==> src/common/spm_ctrl_pkg.sv <==
// Purpose: Shared constants and carriers for the self-program controller
// Assumes: 50 MHz system clock
// Notes:   Control byte bit positions follow the store_program_control layout
package spm_ctrl_pkg;

  // Control byte bit positions
  localparam int SPE_BIT   = 0;
  localparam int ERS_BIT   = 1;
  localparam int WRT_BIT   = 2;
  localparam int LBS_BIT   = 3;
  localparam int REEN_BIT  = 4;
  localparam int BUSY_BIT  = 6;
  localparam int IE_BIT    = 7;

  // Pointer values that select fuse or lock readback
  localparam logic [15:0] PTR_FUSE_LOW  = 16'h0000;
  localparam logic [15:0] PTR_LOCK      = 16'h0001;
  localparam logic [15:0] PTR_FUSE_HIGH = 16'h0003;

  // Arming windows in CPU cycles
  localparam logic [2:0] LOAD_WINDOW  = 3'h3;
  localparam logic [2:0] STORE_WINDOW = 3'h4;

  // Flash operation time from the calibrated oscillator
  localparam int CLK_HZ        = 50_000_000;
  localparam int PROG_MIN_US   = 3700;
  localparam int PROG_MAX_US   = 4500;
  localparam int PROG_MIN_CYC  = (PROG_MIN_US * (CLK_HZ / 1_000_000));
  localparam int PROG_MAX_CYC  = (PROG_MAX_US * (CLK_HZ / 1_000_000));

  localparam logic [7:0] CTRL_RESET = 8'h00;

  typedef enum logic [1:0] {
    OP_IDLE  = 2'h0,
    OP_BUSY  = 2'h1,
    OP_DONE  = 2'h3
  } op_state_t;

  // Command fields written by the core
  typedef struct packed {
    logic irq_enable;
    logic reenable;
    logic lock_set;
    logic page_write;
    logic page_erase;
    logic prog_enable;
  } spm_cmd_t;

endpackage

==> src/logic/spm_ctrl.sv <==
// Purpose: Self-program sequencer with fuse and lock readback
// Assumes: Core writes control, then issues load/store strobes on clk_sys_i
// Notes:   Flash array and fuse storage live outside; this block times and steers
//
// Contract
// - Pointer 0001 armed load returns lock byte
// - Arming bits auto-clear on completion or expiry; a long operation ending while clk_en_i is low leaves them set
// - Unarmed load is an ordinary flash fetch
// - Pointer 0000 armed load returns fuse low
// - Pointer 0003 armed load returns fuse high
// - Programmed bits read zero, unprogrammed read one
// - Reset does not abort a running write
// - Erase and write last 3.7 to 4.5 ms
// - Block read section fetches during erase/write
// - Busy flag readable while read section blocked
// - Interrupt held while enable bit clear
// - EEPROM write blocks programming and readback
`timescale 1ns/10ps
module spm_ctrl
  import spm_ctrl_pkg::*;
#(
  parameter int PROG_CYCLES = PROG_MIN_CYC + (PROG_MAX_CYC - PROG_MIN_CYC) / 2
) (
  // Clock and reset
  input  wire logic        clk_sys_i,
  input  wire logic        srst_i,
  input  wire logic        clk_en_i,
  // Control byte write from core
  input  wire logic        ctrl_wr_i,
  input  wire logic [7:0]  ctrl_wdata_i,
  output logic      [7:0]  ctrl_rdata_o,
  // Instruction strobes
  input  wire logic        load_instr_i,
  input  wire logic        store_instr_i,
  input  wire logic [15:0] pointer_i,
  output logic      [7:0]  load_data_o,
  // Flash array side
  input  wire logic [7:0]  flash_byte_i,
  input  wire logic        fetch_rww_i,
  output logic             fetch_block_o,
  output logic             flash_erase_o,
  output logic             flash_write_o,
  output logic             lock_write_o,
  output logic             buffer_fill_o,
  output logic             flash_busy_o,
  // Fuse and lock storage, 0 = programmed
  input  wire logic [7:0]  fuse_low_byte_i,
  input  wire logic [7:0]  fuse_high_byte_i,
  input  wire logic [7:0]  lock_byte_i,
  // EEPROM status and interrupt
  input  wire logic        eeprom_write_flag_i,
  output logic             spm_irq_o
);

  initial begin
    if (PROG_CYCLES < PROG_MIN_CYC || PROG_CYCLES > PROG_MAX_CYC) begin
      $error("PROG_CYCLES outside programming time");
    end
    if (LOAD_WINDOW == 3'h0 || LOAD_WINDOW >= STORE_WINDOW) begin
      $error("Load window must be shorter than store window");
    end
  end

  localparam int CW = $clog2(PROG_MAX_CYC + 1);

  spm_cmd_t        cmd;
  logic [2:0]      win_cnt;
  logic            rww_busy_flag;
  op_state_t       op_state;
  logic [CW-1:0]   op_cnt;

  function automatic logic is_readback(input spm_cmd_t c);
    return c.prog_enable && c.lock_set;
  endfunction

  wire logic armed_read    = is_readback(cmd) && !eeprom_write_flag_i;
  wire logic sel_fuse_low  = pointer_i == PTR_FUSE_LOW;
  wire logic sel_lock      = pointer_i == PTR_LOCK;
  wire logic sel_fuse_high = pointer_i == PTR_FUSE_HIGH;
  // Counter runs 4,3,2 during the three load cycles after the write
  wire logic read_hit      = load_instr_i && armed_read
                             && win_cnt > (STORE_WINDOW - LOAD_WINDOW);
  wire logic store_go      = store_instr_i && cmd.prog_enable && win_cnt != 3'h0
                             && !eeprom_write_flag_i && op_state == OP_IDLE;
  wire logic go_erase      = store_go && cmd.page_erase;
  wire logic go_write      = store_go && cmd.page_write;
  wire logic go_lock       = store_go && cmd.lock_set;
  wire logic go_reen       = store_go && cmd.reenable;
  wire logic go_fill       = store_go && !cmd.page_erase && !cmd.page_write
                             && !cmd.lock_set && !cmd.reenable;
  wire logic expire        = cmd.prog_enable && win_cnt == 3'h1 && !store_go;
  wire logic read_expire   = armed_read && win_cnt == (STORE_WINDOW - LOAD_WINDOW)
                             && !read_hit;
  wire logic op_end        = op_state == OP_BUSY && op_cnt == CW'(PROG_CYCLES - 1);
  wire logic ctrl_take     = ctrl_wr_i && !eeprom_write_flag_i && op_state == OP_IDLE;

  // Readback byte, fuse storage already carries programmed-as-zero polarity
  wire logic [7:0] readback =
    sel_lock      ? lock_byte_i      :
    sel_fuse_high ? fuse_high_byte_i :
    sel_fuse_low  ? fuse_low_byte_i  : 8'hFF;

  // Arming window counter, loaded by each control write taken while idle with no EEPROM write pending
  always_ff @(posedge clk_sys_i) begin
    if (srst_i) begin
      win_cnt <= 3'h0;
    end else if (clk_en_i) begin
      if (ctrl_take) begin
        win_cnt <= STORE_WINDOW;
      end else if (read_hit || store_go || expire) begin
        win_cnt <= 3'h0;
      end else if (win_cnt != 3'h0) begin
        win_cnt <= win_cnt - 3'h1;
      end
    end
  end

  // Command bits; prog_enable stays up until a long operation ends
  always_ff @(posedge clk_sys_i) begin
    if (srst_i) begin
      cmd <= '0;
    end else if (clk_en_i) begin
      if (ctrl_take) begin
        cmd.irq_enable  <= ctrl_wdata_i[IE_BIT];
        cmd.reenable    <= ctrl_wdata_i[REEN_BIT];
        cmd.lock_set    <= ctrl_wdata_i[LBS_BIT];
        cmd.page_write  <= ctrl_wdata_i[WRT_BIT];
        cmd.page_erase  <= ctrl_wdata_i[ERS_BIT];
        cmd.prog_enable <= ctrl_wdata_i[SPE_BIT];
      end else if (read_hit || read_expire || expire ||
                   (store_go && !(go_erase || go_write || go_lock)) || op_end) begin
        cmd.reenable    <= 1'b0;
        cmd.lock_set    <= 1'b0;
        cmd.page_write  <= 1'b0;
        cmd.page_erase  <= 1'b0;
        cmd.prog_enable <= 1'b0;
      end
    end
  end

  // Long operation timer; keeps it out of the synchronous reset
  always_ff @(posedge clk_sys_i) begin
    if (srst_i && op_state != OP_BUSY) begin
      op_state <= OP_IDLE;
      op_cnt   <= '0;
    end else if (clk_en_i || op_state == OP_BUSY) begin
      case (op_state)
        OP_IDLE: begin
          op_cnt <= '0;
          if (go_erase || go_write || go_lock) begin
            op_state <= OP_BUSY;
          end
        end
        OP_BUSY: begin
          op_cnt <= op_cnt + CW'(1);
          if (op_end) begin
            op_state <= OP_DONE;
          end
        end
        OP_DONE: op_state <= OP_IDLE;
        default: op_state <= OP_IDLE;
      endcase
    end
  end

  // Read section busy until software re-enables it
  always_ff @(posedge clk_sys_i) begin
    if (srst_i && op_state == OP_IDLE) begin
      rww_busy_flag <= 1'b0;
    end else if (clk_en_i || op_state == OP_BUSY) begin
      if (go_erase || go_write) begin
        rww_busy_flag <= 1'b1;
      end else if (go_reen && op_state == OP_IDLE) begin
        rww_busy_flag <= 1'b0;
      end
    end
  end

  // Load data: substitution only while armed, else plain fetch
  always_ff @(posedge clk_sys_i) begin
    if (srst_i) begin
      load_data_o <= 8'hFF;
    end else if (clk_en_i && load_instr_i) begin
      load_data_o <= read_hit ? readback : flash_byte_i;
    end
  end

  // Single-cycle command strobes to the array
  always_ff @(posedge clk_sys_i) begin
    if (srst_i) begin
      flash_erase_o <= 1'b0;
      flash_write_o <= 1'b0;
      lock_write_o  <= 1'b0;
      buffer_fill_o <= 1'b0;
    end else begin
      flash_erase_o <= clk_en_i && go_erase;
      flash_write_o <= clk_en_i && go_write;
      lock_write_o  <= clk_en_i && go_lock;
      buffer_fill_o <= clk_en_i && go_fill;
    end
  end

  assign fetch_block_o = rww_busy_flag && fetch_rww_i;
  assign flash_busy_o  = op_state == OP_BUSY;
  assign spm_irq_o     = cmd.irq_enable && !cmd.prog_enable;
  assign ctrl_rdata_o  = {cmd.irq_enable, rww_busy_flag, 1'b0, cmd.reenable,
                          cmd.lock_set, cmd.page_write, cmd.page_erase,
                          cmd.prog_enable};
endmodule // spm_ctrl

==> config.mk <==
export PLATFORM = sky130hd
export DESIGN_NAME = spm_ctrl
export DESIGN_NICKNAME = d
export VERILOG_FILES = /design/src/common/spm_ctrl_pkg.sv /design/src/logic/spm_ctrl.sv
export SDC_FILE = /design/constraint.sdc
export NUM_CORES = 1
export LEC_CHECK = 0
export ABC_AREA = 1
export BUFFER_PORTS_ARGS = -buffer_cell sky130_fd_sc_hd__buf_2
export CORE_ASPECT_RATIO = 2
export CORE_UTILIZATION = 25
export DETAILED_ROUTE_END_ITERATION = 8
export GPL_TIMING_DRIVEN = 0
export PLACE_DENSITY = 0.46
export REMOVE_ABC_BUFFERS = 1
export SLEW_MARGIN = 5
export SYNTH_ARGS = -nofsm -noshare
export SYNTH_HDL_FRONTEND = slang
export SYNTH_SLANG_ARGS = --single-unit
==> constraint.sdc <==
create_clock -name clk_sys_i -period 3.1 [get_ports clk_sys_i]
set_clock_uncertainty 0.05 [all_clocks]
set_input_delay 0.465 -clock clk_sys_i [delete_from_list [all_inputs] [get_ports clk_sys_i]]
set_output_delay 0.465 -clock clk_sys_i [all_outputs]
set_load 0.1 [all_outputs]
## Word level (Yosys, flattened, before mapping)

Cells that the tools add are included.

- Register bits after elaboration: 42
- Latch bits: 0
- Bits in writable memories: 0
- Bits in read-only memories: 0
- Output and inout bits: 23
- Memories kept: 0

- $add $sub $neg: 2
- $mul: 0
- Div/mod/pow operators: 0
- $lt $le $gt $ge: 1
- Eq/ne operators: 8
- Shift-type cells: 0
- Mux-type cells: 15
- Bitwise operators: 0
- Reductions and logical operators: 65

Operators with widths:

| kind | number |
|---|---|
| 18-bit case mux with 2 select lines | 1 |
| 1-bit logical AND | 34 |
| 8-bit two-way mux | 4 |
| 18-bit by 1-bit adder with 18-bit output, second input constant | 1 |
| 18-bit == test, second input constant | 1 |
| 16-bit by 1-bit == test with 1-bit output, second input constant | 1 |
| 16-bit by 2-bit == test with 1-bit output, second input constant | 1 |
| 16-bit zero test | 1 |
| 5-bit two-way mux | 2 |
| 2-bit AND reduction | 5 |
| 1-bit zero test | 9 |
| 1-bit logical OR | 9 |
| 3-bit two-way mux | 3 |
| 2-bit by 1-bit != test with 1-bit output, second input constant | 3 |
| 2-bit nonzero test | 3 |
| 3-bit nonzero test | 2 |
| 2-bit two-way mux | 2 |
| 2-bit case mux with 2 select lines | 1 |
| 3-bit by 1-bit == test with 1-bit output, second input constant | 1 |
| 3-bit by 1-bit > comparator with 1-bit output, second input constant | 1 |
| 3-bit AND reduction | 1 |
| 3-bit by 1-bit subtractor with 3-bit output, second input constant | 1 |
| 2-bit by 1-bit == test with 1-bit output, second input constant | 1 |
| 2-bit zero test | 1 |
| 1-bit two-way mux | 2 |

## Logic depth before layout (Yosys ltp)

- Word-level depth: 13
- Mapped depth: 13
- Depth with buffers taken out: 13

## Worst setup path after synthesis

Ideal clock, no wire load.

- Path kind: register to output
- Start point: reg cmd, in the netlist ctrl_rdata_o[7]
- End point: out spm_irq_o
- Arrival: 2.349 ns
- Slack: 0.236 ns
- Cell stages (with the launch flop): 3
- Buffers on the path: 0
- Cells stage by stage: dfxtp_1 > inv_1 > nor2_1

- Cells in the longest elaborated chain, start to end: 1

Ends and longest elaborated chain:

| what | line | source |
|---|---|---|
| start: declaration | spm_ctrl.sv:66 | `spm_cmd_t cmd;` |
| 1-bit logical AND | spm_ctrl.sv:205 | `assign spm_irq_o = cmd.irq_enable && !cmd.prog_enable;` |
| end: declaration | spm_ctrl.sv:52 | `output logic spm_irq_o` |

No other way between the ends.

## Worst setup path in the final report

- Start point: reg op_state[0]
- End point: out flash_busy_o

- Cells in the longest elaborated chain, start to end: 1

Ends and longest elaborated chain:

| what | line | source |
|---|---|---|
| start: declaration | spm_ctrl.sv:69 | `op_state_t op_state;` |
| start signal: assignment | spm_ctrl.sv:144 | `op_state <= OP_IDLE;` |
| start signal: assignment | spm_ctrl.sv:151 | `op_state <= OP_BUSY;` |
| start signal: assignment | spm_ctrl.sv:157 | `op_state <= OP_DONE;` |
| 2-bit by 1-bit == test with 1-bit output | spm_ctrl.sv:204 | `assign flash_busy_o = op_state == OP_BUSY;` |
| end: declaration | spm_ctrl.sv:45 | `output logic flash_busy_o,` |

No other way between the ends.

==> flow_summary_export.csv <==
group,metric,value,unit
finish,nets,573,
worst_setup_path,critPathMaxFanout,20,
die,ios,87,
detailed_routing,routed-wl-met2,4600,um
synth,yosysWarnings,0,
cts,insertion_delay,280,ps
finish,layout_common_cells,"nand2_1, buf_2, nor2_1, inv_1, dfxtp_1",
synth,synth_area_leaders,"dfxtp_1, nand2_1, nor2_1",
finish,final_cells,642,
cts,cts-resized-gates,0,
power,ir_drop,0.193,mV
sta,final-max-slew-violation-count,0,
synth,synth_area_per_cell,6.42,sq um
detailed_routing,antenna_left,0,
worst_setup_path,worstSetupPathDepth,3,
cts,path_clk_slew,60,ps
detailed_routing,drt-vias-per-instance,4.49,
min_path,hold_class,"input port to register",
placement,place_inst,635,
worst_setup_path,path_class,"register to output pin",
global_route,track_usage,0.152,
detailed_routing,met1Wirelength,2870,um
global_route,grt_pass1_vias,2798,
sta,finalSetupViolCount,0,
detailed_routing,drt_iter0_markers,131,
worst_setup_path,rr_startpoint,"op_state[0]",
worst_setup_path,cpLargestDelayFamily,"simple AND/OR/NAND/NOR gates",
synth,synth_cell_types,37,
detailed_routing,wl_met3,418,um
detailed_routing,top_layer,"met4",
sta,fin_tns_setup,0,ps
finish,n_antenna_cell,0,
finish,fillers,1212,
worst_setup_path,critPathBufInv,2,
finish,drive_above_1_share,0.250,
synth,synth_top_area_cell,"dfxtp_1",
die,die-area,0.0113,sq mm
power,p_leak,0.00145,uW
detailed_routing,num_vias,2885,
placement,placed_area,0.00325,sq mm
synth,synth_flop_cell,"dfxtp_1",
cts,cts_hold_buf,0,
placement,gp_congestion,0.877,
detailed_routing,wl_per_cell,12.6,um
worst_setup_path,end_kind,"output pin",
detailed_routing,drtPass1Iterations,4,
finish,final_common_cell,"nand2_1",
worst_setup_path,slowest_delay,640,ps
synth,synth_top_area_frac,0.309,
cts,cts_made_buffers,5,
cts,root_buffer,"clkbuf_16",
synth,synthArstFlopShare,0,
synth,ys_seq_area_frac,0.309,
die,die_h,150,um
worst_setup_path,crit_arrival,1940,ps
cts,cts.htree.levels,2,
synth,ys_ff_latch,42,
placement,hpwl,6670,um
power,p_per_area,394,mW/mm^2
global_route,grt_overflow,0,
sta,grt_setup_unrepaired,"false",
detailed_routing,drc_errors,0,
worst_setup_path,critPathSlowestCell,"nor2_2",
worst_setup_path,critPathLaunchType,"register",
cts,cts_tree,"yes",
global_route,antenna_found_initial,0,
synth,synth-edff-count,0,
die,initial_utilization,0.258,
sta,period_needed,2460,ps
finish,regArea,841,sq um
global_route,grt_max_degree,21,
cts,postCtsSetupBuffers,0,
sta,slew-limit-headroom,0.331,
sta,finalHoldViolCount,0,
die,core_area,0.0105,sq mm
synth,synth_cells,424,
finish,design_area,0.00339,sq mm
worst_setup_path,critical_path.cell_chain,"inv_1, nor2_2, buf_2",
finish,multi_input_area,0.00165,sq mm
worst_setup_path,ff2ff_path_depth,8,
status,status,"finished, final reports clean",
worst_setup_path,startpoint,"op_state[0]",
sta,fmax,0.407,GHz
finish,fin_util,0.321,
finish,area_delta_synth_final,24.4,%
global_route,grt_pass1_wl,12900,um
synth,synth_area,0.00272,sq mm
worst_setup_path,regToRegEndpoint,"op_state[0]",
sta,worst_pin_slew,1000,ps
worst_setup_path,r2r_slack,680,ps
worst_setup_path,required,2580,ps
detailed_routing,drt_wl_total,8070,um
run,maxCapViolations,0,
cts,clk_path_buf_depth,2,
cts,clock_sinks,42,
placement,port_buffers,83,
die,rows,53,
sta,finalCritPeriodShare,0.792,
die,die_w,75.8,um
worst_setup_path,endpoint,"flash_busy_o",
[layer usage]
| layer | up-vias | track usage |
|---|---|---|
| li1 | 1519 | - |
| met1 | 1253 | 0.138 |
| met2 | 100 | 0.300 |
| met3 | 13 | 0.0323 |
| met4 | 0 | 0.0611 |
| met5 | - | 0 |
[sequential cells by signal (all words and copies together) (netlist names), 2 cells and up]
signal,cells
op_cnt,18
ctrl_rdata_o,6
win_cnt,3
load_data_o,8
op_state,2
[stage by stage]
step	worst slack (ps)	power, uW	hold slack [ps]
global placement	92.3	848	397
floorplan	-299	769	422
finish	643	1330	390
detailed placement	300	850	408
CTS	593	1370	382
global route	369	1410	386
[power by group]
part           total, uW  switching, uW  internal [uW]  leakage [uW]
logic                267            189           78.3       0.00104
registers            568           11.6            557      0.000341
clock network        499            205            295     0.0000640
total               1330            405            930       0.00145
[layout make-up]
cell class	count	area share
clock buffers	7	0.0392
repair buffers	83	0.123
well taps	137	0.0506
inverters	47	0.0521
flip-flops and latches	42	0.248
multi-input cells	326	0.487
[worst reg2reg max path: cells and delay by family, from the launching register on]
family                 cells  cell delay (ps)
buffers and inverters      3              520
and+or+nand+nor            4             1240
AOI/OAI and AO/OA          1              140
DFF                        1              390
[worst min-delay path by stage]
stage / start / end / slack, ps / cells past startpoint
after floorplan: op_cnt[9] / op_cnt[9] / 420 / 2
after global placement: load_data_o[2] / load_data_o[2] / 400 / 2
after detailed placement: load_data_o[5] / load_data_o[5] / 410 / 2
after CTS: ctrl_wdata_i[3] / ctrl_rdata_o[3] / 380 / 3
after global routing: ctrl_wdata_i[0] / ctrl_rdata_o[0] / 390 / 3
final: ctrl_wdata_i[3] / ctrl_rdata_o[3] / 390 / 3
[logic make-up after synthesis]
kind of cell	count (synthesis)	share of synthesized area
AOI/OAI and AO/OA	52	0.112
other	1	0.00138
xor gates and xnor gates	2	0.00643
buffers and inverters	56	0.0864
DFF	42	0.309
adders and majority gates	4	0.0184
and+or+nand+nor	267	0.466
[Yosys cell counts, types with 2 or more instances]
library cell,instances
a21oi_1,27
a21oi_2,5
a22oi_1,2
buf_2,2
buf_4,4
clkbuf_1,2
dfxtp_1,42
ha_1,4
inv_1,44
inv_2,3
nand2_1,119
nand2_2,10
nand3_1,39
nand3_2,3
nand3b_1,12
nand4_1,3
nor2_1,56
nor2_2,5
nor2_4,6
nor2_8,2
nor3_1,9
o21ai_0,10
Note: power is estimated with default switching activity, not from simulation.
